File: src/shared/lifecycle_transit_cfg.svh
// Constants for the lifecycle transit command block
`ifndef LIFECYCLE_TRANSIT_CFG_SVH
`define LIFECYCLE_TRANSIT_CFG_SVH

`define CMD_START_BYTE      8'h01
`define REPLY_START_BYTE    8'h81
`define END_OF_FRAME_BYTE   8'h03
`define CMD_LEN_HIGH        8'h00
`define CMD_LEN_LOW         8'h03
`define REPLY_LEN_HIGH      8'h00
`define REPLY_LEN_LOW       8'h0a
`define TRANSIT_CMD_CODE    8'h71
`define TRANSIT_ERR_CODE    8'hf1
`define OK_CHECKSUM         8'h8d
`define FILLER_BYTE         8'hff
`define STATUS_OK           8'h00
`define STATUS_PACKET_ERR   8'hc1
`define STATUS_CHECKSUM_ERR 8'hc2
`define STATUS_PARAM_ERR    8'hd0
`define STATUS_ACCEPT_ERR   8'hd5
`define STATUS_PROTECT_ERR  8'hda
`define STATE_MANUFACTURER  8'h04
`define STATE_LOCKED_BOOT   8'h06
`define STATE_RETURN_REQ    8'h07
`define STATE_RETURN_ACK    8'h08
`define STATE_RETURNED      8'h09
`define REPLY_BYTES         4'd15
`define REQ_LAST_INDEX      3'd7
`define IDX_LEN_HIGH        3'd1
`define IDX_LEN_LOW         3'd2
`define IDX_CODE            3'd3
`define IDX_SOURCE          3'd4
`define IDX_DEST            3'd5
`define IDX_SUM             3'd6
`define IDX_STATUS          4'd4
`define IDX_FILL_FIRST      4'd5
`define IDX_FILL_LAST       4'd12
`define IDX_REPLY_SUM       4'd13
`define IDX_REPLY_END       4'd14
`define IDX_RESP            4'd3
`define IDX_REPLY_START     4'd0
`define IDX_REPLY_LEN_HIGH  4'd1
`define IDX_REPLY_LEN_LOW   4'd2

`endif

File: src/shared/lifecycle_transit_pkg.sv
// Types for the lifecycle transit command block
package lifecycle_transit_pkg;
  typedef enum logic [2:0] {
    st_boot,
    st_wait_start,
    st_receive,
    st_check,
    st_reply,
    st_halted
  } transit_state_e;
endpackage

File: src/shared/reply_if.sv
// Reply request carried from the interpreter to the reply framer
`timescale 1ns/1ps
`default_nettype none
interface reply_if;
  logic       start;
  logic       is_ok;
  logic [7:0] status;
  logic       busy;
  modport requester (output start, output is_ok, output status, input busy);
  modport framer    (input start, input is_ok, input status, output busy);
endinterface
`default_nettype wire

File: src/design/lifecycle_transit_command.sv
// Lifecycle transit command interpreter
// What this block does
// - Request: 01h, length 0003h, 71h, src, dst, sum, 03h
// - Success reply: 81h, 000Ah, 71h, 00h, filler, 8Dh, 03h
// - Failure reply: 81h, 000Ah, F1h, status, filler, sum, 03h
// - Transition needs no authentication
// - After locked or returned, halt until reset
// - Command not allowed in state gets acceptance error
// - Locked-boot device resets itself during initialisation
// - Acceptance error status is D5h
// - Missing end byte gives packet error, no change
// - Source mismatch gives parameter error, no change
// - Disabled locked-boot destination gives protection error
`timescale 1ns/1ps
`default_nettype none
`include "lifecycle_transit_cfg.svh"
module lifecycle_transit_command
  import lifecycle_transit_pkg::*;
(
  input  wire logic       core_clk_i,
  input  wire logic       rst_i,
  input  wire logic       clk_en_i,
  input  wire logic [7:0] stored_state_i,
  input  wire logic       lock_transit_enable_i,
  input  wire logic [7:0] rx_data_i,
  input  wire logic       rx_valid_i,
  output logic [7:0]      tx_data_o,
  output logic            tx_valid_o,
  input  wire logic       tx_ready_i,
  output logic [7:0]      lifecycle_state_o,
  output logic            state_write_o,
  output logic            soft_reset_o,
  output logic            halted_o
);
  transit_state_e state;
  logic [7:0]     lifecycle_state;
  logic [7:0]     frame [0:7];
  logic [2:0]     count;
  logic [7:0]     sum;
  logic [7:0]     status;
  logic           do_halt;
  logic           end_ok;
  logic           sum_ok;
  logic           length_ok;
  logic           code_ok;
  logic           accepted;
  logic           source_ok;
  logic           pair_ok;
  logic           lock_blocked;
  logic           locked_at_boot;
  logic           commit;
  reply_if        rif();

  ////////////////////////////////////////////////////////////////////////
  // Permitted states for this command
  function automatic logic transit_allowed(input logic [7:0] s);
    transit_allowed = (s == `STATE_MANUFACTURER) || (s == `STATE_RETURN_ACK);
  endfunction

  // Legal pair of source and destination without authentication
  function automatic logic pair_legal(input logic [7:0] src, input logic [7:0] dst);
    pair_legal = (src == `STATE_MANUFACTURER && dst == `STATE_LOCKED_BOOT) ||
                 (src == `STATE_RETURN_ACK && dst == `STATE_RETURNED);
  endfunction

  ////////////////////////////////////////////////////////////////////////
  // Request checks, one flag each
  assign end_ok         = (frame[`REQ_LAST_INDEX] == `END_OF_FRAME_BYTE);
  assign sum_ok         = (sum == 8'h00);
  assign length_ok      = (frame[`IDX_LEN_HIGH] == `CMD_LEN_HIGH) &&
                          (frame[`IDX_LEN_LOW] == `CMD_LEN_LOW);
  assign code_ok        = (frame[`IDX_CODE] == `TRANSIT_CMD_CODE);
  assign accepted       = transit_allowed(lifecycle_state);
  assign source_ok      = (frame[`IDX_SOURCE] == lifecycle_state);
  assign pair_ok        = pair_legal(frame[`IDX_SOURCE], frame[`IDX_DEST]);
  assign lock_blocked   = (frame[`IDX_DEST] == `STATE_LOCKED_BOOT) && !lock_transit_enable_i;
  assign locked_at_boot = (stored_state_i == `STATE_LOCKED_BOOT);

  // Status in descending priority
  always_comb begin
    if (!end_ok)
      status = `STATUS_PACKET_ERR;
    else if (!sum_ok)
      status = `STATUS_CHECKSUM_ERR;
    else if (!length_ok || !code_ok)
      status = `STATUS_PACKET_ERR;
    else if (!accepted)
      status = `STATUS_ACCEPT_ERR;
    else if (!source_ok)
      status = `STATUS_PARAM_ERR;
    else if (!pair_ok)
      status = `STATUS_PARAM_ERR;
    else if (lock_blocked)
      status = `STATUS_PROTECT_ERR;
    else
      status = `STATUS_OK;
  end

  // Transit taken only in the check cycle with a clean status
  assign commit = (state == st_check) && (status == `STATUS_OK);

  assign rif.start  = (state == st_check);
  assign rif.is_ok  = (status == `STATUS_OK);
  assign rif.status = status;

  ////////////////////////////////////////////////////////////////////////
  // Receive sequencing
  always_ff @(posedge core_clk_i) begin
    if (rst_i) begin
      state <= st_boot;
      count <= 3'd0;
    end else if (clk_en_i) begin
      case (state)
        st_boot: begin
          if (locked_at_boot)
            state <= st_boot;
          else
            state <= st_wait_start;
        end
        st_wait_start: begin
          if (rx_valid_i && rx_data_i == `CMD_START_BYTE) begin
            state <= st_receive;
            count <= 3'd1;
          end
        end
        st_receive: begin
          if (rx_valid_i) begin
            if (count == `REQ_LAST_INDEX)
              state <= st_check;
            else
              count <= count + 3'd1;
          end
        end
        st_check: state <= st_reply;
        st_reply: begin
          if (!rif.busy)
            state <= do_halt ? st_halted : st_wait_start;
        end
        st_halted: state <= st_halted;
        default:   state <= st_wait_start;
      endcase
    end
  end

  // Frame capture
  always_ff @(posedge core_clk_i) begin
    if (rst_i) begin
      for (int i = 0; i < 8; i++)
        frame[i] <= 8'h00;
    end else if (clk_en_i) begin
      if (state == st_wait_start && rx_valid_i)
        frame[0] <= rx_data_i;
      else if (state == st_receive && rx_valid_i)
        frame[count] <= rx_data_i;
    end
  end

  // Running sum from length high byte through checksum
  always_ff @(posedge core_clk_i) begin
    if (rst_i) begin
      sum <= 8'h00;
    end else if (clk_en_i) begin
      if (state == st_wait_start && rx_valid_i)
        sum <= 8'h00;
      else if (state == st_receive && rx_valid_i && count <= `IDX_SUM)
        sum <= sum + rx_data_i;
    end
  end

  ////////////////////////////////////////////////////////////////////////
  // Lifecycle state: loaded at boot, replaced on a committed transit
  always_ff @(posedge core_clk_i) begin
    if (rst_i) begin
      lifecycle_state <= 8'h00;
    end else if (clk_en_i) begin
      if (state == st_boot)
        lifecycle_state <= stored_state_i;
      else if (commit)
        lifecycle_state <= frame[`IDX_DEST];
    end
  end

  // Storage write strobe, one cycle per committed transit
  always_ff @(posedge core_clk_i) begin
    if (rst_i) begin
      state_write_o <= 1'b0;
    end else if (clk_en_i) begin
      state_write_o <= commit;
    end
  end

  // Both targets are final: any committed transit ends handling
  always_ff @(posedge core_clk_i) begin
    if (rst_i) begin
      do_halt <= 1'b0;
    end else if (clk_en_i) begin
      if (commit)
        do_halt <= 1'b1;
    end
  end

  // Locked part never leaves boot and keeps asking for a reset
  always_ff @(posedge core_clk_i) begin
    if (rst_i) begin
      soft_reset_o <= 1'b0;
    end else if (clk_en_i) begin
      soft_reset_o <= (state == st_boot) && locked_at_boot;
    end
  end

  assign lifecycle_state_o = lifecycle_state;
  assign halted_o          = (state == st_halted);

  reply_framer u_framer (
    .core_clk_i (core_clk_i),
    .rst_i      (rst_i),
    .clk_en_i   (clk_en_i),
    .req        (rif.framer),
    .tx_data_o  (tx_data_o),
    .tx_valid_o (tx_valid_o),
    .tx_ready_i (tx_ready_i)
  );
endmodule
`default_nettype wire

File: src/design/reply_framer.sv
// Serialises the fifteen byte reply packet
`timescale 1ns/1ps
`default_nettype none
`include "lifecycle_transit_cfg.svh"
module reply_framer
  import lifecycle_transit_pkg::*;
(
  input  wire logic       core_clk_i,
  input  wire logic       rst_i,
  input  wire logic       clk_en_i,
  reply_if.framer         req,
  output logic [7:0]      tx_data_o,
  output logic            tx_valid_o,
  input  wire logic       tx_ready_i
);
  logic [3:0] index;
  logic       active;
  logic       is_ok;
  logic [7:0] status;
  logic [7:0] sum;
  logic [7:0] next_byte;

  assign req.busy   = active;
  assign tx_valid_o = active;

  always_comb begin
    case (index)
      `IDX_REPLY_START:    next_byte = `REPLY_START_BYTE;
      `IDX_REPLY_LEN_HIGH: next_byte = `REPLY_LEN_HIGH;
      `IDX_REPLY_LEN_LOW:  next_byte = `REPLY_LEN_LOW;
      `IDX_RESP:           next_byte = is_ok ? `TRANSIT_CMD_CODE : `TRANSIT_ERR_CODE;
      `IDX_STATUS:         next_byte = status;
      `IDX_REPLY_SUM:      next_byte = is_ok ? `OK_CHECKSUM : 8'(~sum + 8'h01);
      `IDX_REPLY_END:      next_byte = `END_OF_FRAME_BYTE;
      default:             next_byte = `FILLER_BYTE;
    endcase
  end

  // Shift pointer is one ahead: tx_data_o holds the byte before index, next_byte is the byte for index
  always_ff @(posedge core_clk_i) begin
    if (rst_i) begin
      active    <= 1'b0;
      index     <= 4'h0;
      tx_data_o <= 8'h00;
      is_ok     <= 1'b0;
      status    <= 8'h00;
      sum       <= 8'h00;
    end else if (clk_en_i) begin
      if (!active && req.start) begin
        active    <= 1'b1;
        is_ok     <= req.is_ok;
        status    <= req.status;
        index     <= 4'h1;
        tx_data_o <= `REPLY_START_BYTE;
        sum       <= 8'h00;
      end else if (active && tx_ready_i) begin
        if (index == `REPLY_BYTES) begin
          active <= 1'b0;
        end else begin
          index     <= index + 4'h1;
          tx_data_o <= next_byte;
          if (index >= `IDX_REPLY_LEN_HIGH && index <= `IDX_FILL_LAST)
            sum <= sum + next_byte;
        end
      end
    end
  end
endmodule
`default_nettype wire

File: config.mk
export PLATFORM = sky130hd
export DESIGN_NAME = lifecycle_transit_command
export DESIGN_NICKNAME = d
export VERILOG_FILES = /design/src/shared/lifecycle_transit_pkg.sv /design/src/shared/reply_if.sv /design/src/design/lifecycle_transit_command.sv /design/src/design/reply_framer.sv
export VERILOG_INCLUDE_DIRS = /design/src /design/src/shared
export SDC_FILE = /design/constraint.sdc
export NUM_CORES = 1
export LEC_CHECK = 0
export BUFFER_PORTS_ARGS = -buffer_cell sky130_fd_sc_hd__buf_2
export CORE_MARGIN = 3
export CORE_UTILIZATION = 55
export CTS_CLUSTER_DIAMETER = 200
export DETAILED_ROUTE_END_ITERATION = 10
export PLACE_DENSITY_LB_ADDON = 0.05
export REMOVE_ABC_BUFFERS = 1
export SETUP_SLACK_MARGIN = 0.2
export SLEW_MARGIN = 40
export SYNTH_ARGS = -nofsm -noshare
export SYNTH_HDL_FRONTEND = slang
export SYNTH_SLANG_ARGS = --single-unit
File: constraint.sdc
create_clock -name core_clk_i -period 3 [get_ports core_clk_i]
set_input_delay 0.6 -clock core_clk_i [delete_from_list [all_inputs] [get_ports core_clk_i]]
set_output_delay 0.6 -clock core_clk_i [all_outputs]
set_load 0.03 [all_outputs]
==> results by group, run 1 <==
Cells and area
  • FILL cells: 821
  • Final Util: 0.669
  • Register area: 2510 sq um
  • N_diodes: 0
  • Nets: 693
  • Final instance area: 6570 sq um
  • Layout Cells excl Fill: 784
  • Share of cells above drive strength 1: 0.260
  • Area Overhead vs Synth: 18.2%
  • Multi-input combinational cell area: 3030 sq um

Critical path
  • Crit Path Max Fanout: 4
  • CP endpoint kind: flip-flop
  • Setup CP Type: reg -> reg
  • R2R depth: 16
  • Worst path arrival time: 3240 ps
  • CP required: 3270 ps
  • Crit start category: flip-flop

Min path
  • Hold Path Depth: 2
  • Hold crit path type: reg -> reg

Detailed routing
  • DRT antenna net count: 0
  • Number of remaining DRC errors: 0
  • Drt wl/cell: 18.0 microns
  • DR iter-0 viols: 294
  • Detailed Routing Iterations Pass 1: 5
  • Via density per instance: 5.96
  • Routed WL: 14100 microns
  • Vias: 4671

Place
  • Port buffer count: 41
  • Final Wtd Congestion: 0.888
  • Hpwl dp: 9590 microns
  • DP Area: 6040 sq um
  • Dpl cells: 751

Timing
  • Fin crit share: 0.990
  • Setup violations, final: 0
  • Worst hold slack: 457 ps
  • Clock skew: 11.5 ps
  • Slew @ Worst Pin: 739 ps
  • Max-slew headroom: 0.507
  • Tmin final: 2970 ps
  • Fin. Hold Viols: 0
  • Setup_tns: 0 ps
  • Max Transition Viols Final: 0
  • FMAX: 0.337 GHz
  • RSZ-0062 raised after global routing: true

Clock network
  • CTS Root Cell: clkbuf_8
  • CTS Sinks: 101
  • Worst skew pair latency: 380 ps
  • Clock transition at path regs: 90 ps
  • Clk buf depth: 2
  • CTS tree: yes
  • H-Tree Depth: 3
  • Cts bufs inserted: 9
  • Hold Buf Count CTS: 0

Power
  • Leakage: 2.55 nW
  • P per Cell Area: 378 nW/um^2
  • Worst vdd ir: 0.302 mV

Yosys
  • Post-Synth Simple-Gate Area: 0.253
  • Area share of fa/ha/maj cells after synthesis: 0.0590
  • Post-synthesis xor/xnor area fraction: 0.0236
  • Post-synth top cells: 53 x dfxtp_1, 53 x nor2_1, 48 x edfxtp_1
  • Complex-gate fraction of the synthesized area: 0.153
  • Yosys top cell by area: edfxtp_1
  • Number of synthesized flops with an enable pin: 48
  • Synthesized cell area: 5560 sq um
  • Post-synthesis mux area share: 0.0216
  • Asr flop ratio synth: 0
  • Register area share after synthesis: 0.450
  • Ys flop type: dfxtp_1
  • Cell variety after synth: 73
  • Avg Inst Size Synth: 9.74 sq um
  • Largest family of logic cells by synthesized area: simple AND/OR/NAND/NOR gates
  • YS warnings: 0
  • FF+latch count, synth: 101
  • Ranking of synthesized cells by area: edfxtp_1 26%, dfxtp_1 19%, and2_1 5.2%
  • Post-synth top area share: 0.259
  • Cells after synthesis: 571

Global routing
  • Maximum number of pins on one net before global-route repair: 65
  • Global-route wire length before repair: 22200 microns
  • GRT Total Usage: 0.252
  • Grt total ovfl: 0
  • Vias in the first global route: 4522
  • Initial antenna violation count: 0

Status
  • Outcome: completed

Floorplan
  • CORE AREA: 9820 sq um
  • Io pins: 42
  • Die footprint: 11400 sq um
  • Initial Util: 0.566
  • Num rows: 36
  • Die height: 107 microns
  • Die X: 107 microns

Flow run
  • Max-cap violations: 0
-- where the power goes --
part	internal [mW]	switching [mW]
Sequential	1.47	0.0234
Clock	0.319	0.460
Combinational	0.0772	0.135
Total	1.87	0.619
-- routing by layer --
metal | wire length, microns | GRT usage | vias up | part of all wire
met5 | 0 | 0 | - | 0
met4 | 342 | 0.0849 | 0 | 0.024
met3 | 803 | 0.0565 | 33 | 0.057
met2 | 6830 | 0.413 | 150 | 0.48
met1 | 6130 | 0.331 | 2245 | 0.43
li1 | - | - | 2243 | -
-- sequential cells by signal (all words and copies together) (netlist names), 4 cells and up --
name	count
frame	48
sum	8
u_framer.index	4
u_framer.tx_data_o	8
u_framer.status	6
u_framer.sum	8
lifecycle_state_o	8
-- what timing repair did --
item,in CTS,in global routing
pin swaps,11,21
gates cloned,0,0
buffers inserted,11,6
setup endpoints to repair,4,4
resized for setup,29,27
-- area by class of cell --
| class | instances | area share |
|---|---|---|
| clock buffers | 11 | 0.0215 |
| clock inverters | 5 | 0.00419 |
| inverters | 33 | 0.0196 |
| multi-input cells | 416 | 0.461 |
| flip-flops and latches | 101 | 0.382 |
| well taps | 133 | 0.0253 |
| repair buffers | 85 | 0.0861 |
-- worst max-delay path: stages, from the launching register on --
cell      delay (ps)
dfxtp_4          380
buf_6            100
ha_4             150
nor3_4            50
o21bai_2         210
nand3_1          120
nand4b_1         240
ha_2             240
buf_6            110
buf_6            100
a21oi_2          160
o211ai_1         180
o41ai_2          320
buf_4            190
nor4_4            30
mux2i_1          160
nand4_1          100
-- metrics by stage --
step	power [mW]	worst slack, ps
6_report	2.48	30.4
5_1_grt	2.58	-126
4_1_cts	2.51	192
3_5_place_dp	1.74	-140
3_3_place_gp	1.73	58.2
2_1_floorplan	1.65	6.59
-- worst paths after layout --
| check | start | endpoint | slack [ps] |
|---|---|---|---|
| worst max-delay path | u_framer.index[1] | u_framer.sum[7] | 30 |
| worst min-delay path | do_halt | do_halt | 460 |
| worst max register to register | u_framer.index[1] | u_framer.sum[7] | 30 |
| worst min register to register | do_halt | do_halt | 460 |
-- logic make-up (layout without fill, tap and decap cells) --
logic type	count (synthesis)	in the layout
adders and majority gates	25	25
buffers and inverters	54	134
muxes	11	11
and+or+nand+nor	250	250
xor gates and xnor gates	15	15
DFF	101	101
AOI/OAI and AO/OA	115	115
-- cell usage in the layout, fill, tap and decap left out, types with 7 or more instances in the layout --
master    count
and2_1       46
clkbuf_8     10
edfxtp_1     48
a311oi_2      8
buf_6         8
nor2_1       52
o21ai_0      13
xnor2_1       8
ha_1         15
nor3_1       24
nand3_1       7
nor2b_1       9
dfxtp_1      49
nand2_1      28
inv_1        29
nor4_1       17
buf_4        36
a21oi_1      30
a22oi_1      11
nand4_1       9
mux2_2        8
xor2_1        7
buf_2        41
Note: power is estimated with default switching activity, not from simulation.
==> run 2: changes to the inputs <==
Settings changed: ABC_AREA from default to 1, SKIP_LAST_GASP from default to 1.
==> results by group, run 2 <==
Power
  • P per Cell Area: 447 nW/um^2 (+18%)
  • Leakage: 2.85 nW (+12%)
  • Clk network pwr share: 0.310 (-0.004)
  • Register share of total power: 0.535 (-0.066)
  • P_sw: 0.841 mW (+36%)
  • Sw Share: 0.294 (+0.0448)
  • Total Power: 2.86 mW (+15%)
  • Power Internal: 2.02 mW (+8.4%)
  • Worst vdd ir: 0.306 mV (+1.4%)
  • Combinational cell fraction of total power: 0.155 (+0.070)

Timing
  • FMAX: 0.359 GHz (+6.7%)
  • Setup_tns: 0 ps (unchanged)
  • Slew @ Worst Pin: 492 ps (-247 ps)
  • Max-slew headroom: 0.669 (+0.162)
  • RSZ-0062 raised after global routing: true
  • Tmin final: 2780 ps (-186 ps)
  • Setup slack after layout: 216 ps (+186 ps)
  • Max Transition Viols Final: 0 (unchanged)
  • Worst hold slack: 466 ps (+9.60 ps)
  • Clock skew: 10.8 ps (-0.645 ps)
  • Setup violations, final: 0 (unchanged)
  • Fin crit share: 0.928 (-0.0619)
  • Fin. Hold Viols: 0 (unchanged)

Clock network
  • CTS tree: yes
  • Clk buf depth: 2 (unchanged)
  • Clock transition at path regs: 100 ps (about the same)
  • Cts bufs inserted: 9 (unchanged)
  • CTS Sinks: 101 (unchanged)
  • H-Tree Depth: 3 (unchanged)
  • Hold Buf Count CTS: 0 (unchanged)
  • CTS Root Cell: clkbuf_8
  • Worst skew pair latency: 370 ps (about the same)

Floorplan
  • Initial Util: 0.574 (+0.00786)
  • Die X: 108 microns (+1.1%)
  • Num rows: 36 (unchanged)
  • CORE AREA: 9910 sq um (+0.92%)
  • Io pins: 42 (unchanged)
  • Die height: 108 microns (+1.1%)
  • Die footprint: 11600 sq um (+2.2%)

Yosys
  • YS warnings: 0 (unchanged)
  • Cell variety after synth: 46 (-37%)
  • Most common cell in the netlist: nand2_1
  • Register area share after synthesis: 0.440 (-0.0102)
  • Post-synth top cells: 154 x nand2_1, 126 x nor2_1, 95 x inv_1
  • Number of synthesized flops with an enable pin: 48 (unchanged)
  • Ys flop type: dfxtp_1
  • Cells after synthesis: 750 (+31%)
  • FF+latch count, synth: 101 (unchanged)
  • Synthesized cell area: 5690 sq um (+2.3%)
  • Ranking of synthesized cells by area: edfxtp_1 25%, dfxtp_1 19%, nand2_1 10%
  • Avg Inst Size Synth: 7.59 sq um (-22%)
  • Yosys top cell by area: edfxtp_1
  • Post-synth top area share: 0.253 (-0.00587)
  • Asr flop ratio synth: 0 (unchanged)

Global routing
  • GRT Total Usage: 0.253 (+0.00160)
  • Maximum number of pins on one net before global-route repair: 28 (-57%)
  • Initial antenna violation count: 0 (unchanged)
  • Vias in the first global route: 4968 (+9.9%)
  • Grt total ovfl: 0 (unchanged)
  • Global-route wire length before repair: 23200 microns (+4.7%)

Cells and area
  • N_diodes: 0 (unchanged)
  • Leading cell types in the layout, fill and taps excluded: 148 x nand2_1, 123 x nor2_1, 89 x inv_1
  • Most flop-heavy register: frame
  • Leading cell type in the layout, fill and taps excluded: nand2_1
  • Largest register FFs: 48 (unchanged)
  • Final Util: 0.647 (-0.0220)
  • Area Overhead vs Synth: 12.7%
  • Nets: 850 (+23%)
  • Share of cells above drive strength 1: 0.160 (-0.0999)
  • Final instance area: 6410 sq um (-2.4%)
  • Layout Cells excl Fill: 941 (+20%)

Detailed routing
  • Routed WL: 14300 microns (+1.8%)
  • Vias: 5173 (+11%)
  • Number of remaining DRC errors: 0 (unchanged)
  • DR iter-0 viols: 416 (+41%)
  • DRT antenna net count: 0 (unchanged)
  • Detailed Routing Iterations Pass 1: 8 (+3)
  • Via density per instance: 5.50 (-7.7%)
  • Drt wl/cell: 15.2 microns (-15%)

Place
  • Hpwl dp: 10600 microns (+10%)
  • Dpl cells: 917 (+22%)
  • Port buffer count: 41 (unchanged)
  • Final Wtd Congestion: 0.907 (+2.1%)
  • DP Area: 6020 sq um (-0.33%)
  • Pre-CTS setup slack: -51.0 ps (+88.7 ps)

Critical path
  • Crit Path Max Fanout: 6 (+2)
  • CP endpoint kind: flip-flop
  • Worst path arrival time: 3040 ps (-200 ps)
  • Setup CP Type: reg -> reg
  • CP required: 3260 ps (about the same)
  • Crit start category: flip-flop

Flow run
  • Max-cap violations: 0 (unchanged)

Min path
  • Hold crit path type: reg -> reg

Status
  • Outcome: completed
run 2: changes by cell type in the layout (fill, tap and decap cells not counted), moves of 13 or more:
cell / change
and2_1: -46
nor3_1: -13
o21ai_0: +20
nor4_1: -16
a21oi_1: +18
inv_1: +60
nand3_1: +50
nand2_1: +120
buf_4: -25
nor2_1: +71
run 2: area by class of cell:
cell class	count	area, sq um
fill	887	3500
multi-input combinational	538	2870
sequential	101	2510
inverter	101	383
timing repair buffer	52	288
tap	133	166
clock buffer	10	128
clock inverter	6	70.1
run 2: power by group through the flow:
stage	Combinational, mW	Clock, mW	Sequential (mW)
CTS	0.437	0.899	1.53
global placement	0.425	0	1.56
finish	0.444	0.887	1.53
floorplan	0.268	0	1.59
detailed placement	0.433	0	1.57
global route	0.495	0.951	1.54
run 2: worst paths after layout:
kind	end	cells after the start	slack (ps)	start
min	do_halt	2	470	do_halt
max	u_framer.sum[6]	20	220	u_framer.index[0]
min reg2reg	do_halt	2	470	do_halt
max reg2reg	u_framer.sum[6]	20	220	u_framer.index[0]
run 2: kinds of logic after synthesis:
family          count (synthesis)  share of synthesized area
xor+xnor                        5                    0.00770
flops                         101                      0.440
compound gates                110                      0.107
simple gates                  398                      0.310
buf+inv                       111                     0.0779
fa+ha+maj                      25                     0.0576
run 2: critical path, stage by stage (launching register included):
cell and delay (ps):
dfxtp_4 400, clkinvlp_4 150, ha_4 220, o21ai_4 130
nand2_2 90, nor2_4 140, a21oi_2 40, nand4_1 120
ha_2 190, inv_1 50, fa_2 330, inv_2 70
nand3_2 60, nand2_2 90, nand2_2 60, nand2_2 70
a21oi_2 50, xor2_1 150, nor2_1 70, a21oi_1 130
nor2_1 50
run 2: routing by layer:
metal | vias to the layer above | track usage | wire [microns]
met5 | - | 0 | 0
met4 | 0 | 0.0884 | 303
met3 | 27 | 0.0300 | 801
met2 | 168 | 0.429 | 6820
met1 | 2387 | 0.336 | 6420
li1 | 2591 | - | -
run 2: timing repair:
item,CTS,global route
pin swaps,0,12
endpoints found under the setup margin,3,4
buffers inserted,0,8
resized for setup,9,36
==> run 3: changes to the inputs <==
Settings changed: CELL_PAD_IN_SITES_DETAIL_PLACEMENT from default to 0, CELL_PAD_IN_SITES_GLOBAL_PLACEMENT from default to 1, CORE_UTILIZATION 55 to 41.
==> results by group, run 3 (synthesized netlist as in run 2, its figures left out) <==
Clock network
  • Clk buf depth: 2 (unchanged)
  • Clock transition at path regs: 80 ps (-20 ps)
  • H-Tree Depth: 3 (unchanged)
  • CTS Root Cell: clkbuf_16
  • CTS tree: yes
  • Worst skew pair latency: 360 ps (about the same)
  • Cts bufs inserted: 9 (unchanged)
  • Hold Buf Count CTS: 0 (unchanged)
  • CTS Sinks: 101 (unchanged)

Global routing
  • Global-route wire length before repair: 23900 microns (+2.9%)
  • Initial antenna violation count: 0 (unchanged)
  • Vias in the first global route: 4771 (-4.0%)
  • GRT Total Usage: 0.205 (-0.0486)
  • Grt total ovfl: 0 (unchanged)
  • Maximum number of pins on one net before global-route repair: 24 (-14%)

Floorplan
  • Io pins: 42 (unchanged)
  • CORE AREA: 13400 sq um (+35%)
  • Initial Util: 0.425 (-0.150)
  • Die height: 124 microns (+15%)
  • Die footprint: 15300 sq um (+32%)
  • Num rows: 42 (+17%)
  • Die X: 124 microns (+15%)

Min path
  • Hold Startpoint: u_framer.tx_data_o[3]
  • Hold EP: u_framer.tx_data_o[3]
  • Hold Path Depth: 2 (unchanged)
  • Hold crit path type: reg -> reg

Power
  • Worst vdd ir: 0.407 mV (+33%)
  • P_sw: 0.980 mW (+16%)
  • Clk network pwr share: 0.386 (+0.076)
  • Power Internal: 2.25 mW (+11%)
  • P per Cell Area: 488 nW/um^2 (+9.2%)
  • Leakage: 2.93 nW (+2.8%)
  • Combinational cell fraction of total power: 0.139 (-0.016)
  • Sw Share: 0.304 (+0.00986)
  • Register share of total power: 0.475 (-0.060)

Critical path
  • Worst r2r src: u_framer.index[0]
  • Slowest CP cell: dfxtp_4
  • Worst path arrival time: 2920 ps (-120 ps)
  • Critical path origin: u_framer.index[0]
  • Crit path cell chain: inv_4, ha_4, nand3_4, nand3_4, nor2_4, a21oi_1, nand4_1, ha_2, inv_1, fa_2, inv_2, nand3_1, nand2_1, nand2_2, nand2_1, a21oi_1, xor2_1, nor2_1, a21oi_1, nor2_1
  • R2R depth: 20 (unchanged)
  • Flop2flop setup slack: 330 ps (+110 ps)
  • CP required: 3250 ps (about the same)
  • CP endpoint kind: flip-flop
  • Max stage delay on crit path: 400 ps (about the same)
  • Critical path's most frequent cell: a21oi_1
  • Crit Path Max Fanout: 6 (unchanged)
  • Setup CP Type: reg -> reg
  • CP top delay family: simple AND/OR/NAND/NOR gates
  • CP bufs+invs: 3 (unchanged)
  • Worst r2r dst: u_framer.sum[6]
  • Crit start category: flip-flop

Flow run
  • Max-cap violations: 0 (unchanged)

Detailed routing
  • Number of remaining DRC errors: 0 (unchanged)
  • DRT antenna net count: 0 (unchanged)
  • Via density per instance: 5.18 (-5.8%)
  • Detailed Routing Iterations Pass 1: 5 (-3)
  • DR iter-0 viols: 308 (-26%)
  • Vias: 5083 (-1.7%)
  • Drt wl/cell: 15.5 microns (+1.4%)
  • Routed WL: 15200 microns (+5.8%)

Place
  • Final Wtd Congestion: 0.957 (+5.4%)
  • Hpwl dp: 11500 microns (+8.5%)
  • Port buffer count: 41 (unchanged)

Timing
  • Setup violations, final: 0 (unchanged)
  • Max Transition Viols Final: 0 (unchanged)
  • Slew @ Worst Pin: 640 ps (+148 ps)
  • Fin. Hold Viols: 0 (unchanged)
  • Worst hold slack: 463 ps (-3.22 ps)
  • Max-slew headroom: 0.571 (-0.0985)
  • Fin crit share: 0.891 (-0.0370)
  • FMAX: 0.374 GHz (+4.2%)
  • RSZ-0062 raised after global routing: true
  • Clock skew: 9.18 ps (-1.64 ps)
  • Setup_tns: 0 ps (unchanged)
  • Tmin final: 2670 ps (-111 ps)

Status
  • Outcome: completed

Cells and area
  • Share of cells above drive strength 1: 0.156 (-0.00333)
  • Largest register FFs: 48 (unchanged)
  • FILL cells: 1344 (+52%)
  • N_diodes: 0 (unchanged)
  • Nets: 848 (-0.24%)
  • Leading cell type in the layout, fill and taps excluded: nand2_1
  • Most flop-heavy register: frame
  • Leading cell types in the layout, fill and taps excluded: 150 x nand2_1, 123 x nor2_1, 89 x inv_1
  • Area Overhead vs Synth: 16.3%
run 3: cell types whose count changed in the layout (fill, tap and decap cells not counted), moves of 3 or more:
cell / before / now
nand2_2: 10 / 7
buf_4: 11 / 8
a21oi_1: 48 / 51
clkbuf_8: 9 / 0
a21oi_2: 4 / 1
clkbuf_16: 0 / 9
run 3: worst reg2reg max path, stage by stage (launching register included):
cell and delay [ps]:
dfxtp_4 400, inv_4 60, ha_4 180, nand3_4 120, nand3_4 90, nor2_4 120
a21oi_1 50, nand4_1 140, ha_2 200, inv_1 50, fa_2 330, inv_2 70
nand3_1 60, nand2_1 110, nand2_2 70, nand2_1 60, a21oi_1 70, xor2_1 160
nor2_1 50, a21oi_1 120, nor2_1 50
run 3: worst max-delay path by stage:
stage / to / slack [ps] / cells past startpoint
finish: u_framer.sum[6] / 330 / 20
floorplan: u_framer.sum[6] / 320 / 20
global route: u_framer.sum[6] / 170 / 20
detailed placement: u_framer.sum[6] / 80 / 20
CTS: u_framer.sum[6] / 210 / 20
global placement: u_framer.sum[5] / 170 / 18
run 3: metal layers:
layer  up-vias  share of wire  GRT usage
met5         -              0          0
met4         0          0.016     0.0637
met3        22          0.031     0.0368
met2        94           0.48      0.342
met1      2363           0.47      0.271
li1       2604              -          -
run 3: layout make-up:
| cell class | count | area (sq um) | share of cell area |
|---|---|---|---|
| Multi-Input combinational cell | 538 | 2900 | 0.438 |
| Clock inverter | 7 | 98.8 | 0.0149 |
| Clock buffer | 9 | 225 | 0.0340 |
| Inverter | 101 | 384 | 0.0581 |
| Sequential cell | 101 | 2510 | 0.380 |
| Tap cell | 176 | 220 | 0.0333 |
| Timing Repair Buffer | 50 | 277 | 0.0418 |
run 3: power groups by stage:
stage	registers, mW	logic [mW]	clock network [mW]
after floorplan	1.59	0.268	0
after global placement	1.56	0.442	0
after detailed placement	1.57	0.443	0
after CTS	1.53	0.445	1.28
after global routing	1.54	0.508	1.34
final	1.53	0.449	1.25
run 3: per-stage QoR:
stage	std cells	power [mW]	util	area [sq um]	setup WS, ps
5_1_grt	982	3.38	0.494	6620	166
6_report	982	3.23	0.494	6620	327
2_1_floorplan	740	1.86	-	5630	320
4_1_cts	980	3.26	0.480	6430	209
3_5_place_dp	964	2.01	0.455	6100	77.8
3_3_place_gp	964	2.01	0.455	6100	171
run 3: repair_timing:
| item | CTS | global route |
|---|---|---|
| endpoints found under the setup margin | 2 | 5 |
| gates resized for setup | 3 | 47 |
| buffers inserted | 0 | 2 |
| hold endpoints to repair | 0 | 0 |
| pin swaps | 0 | 13 |
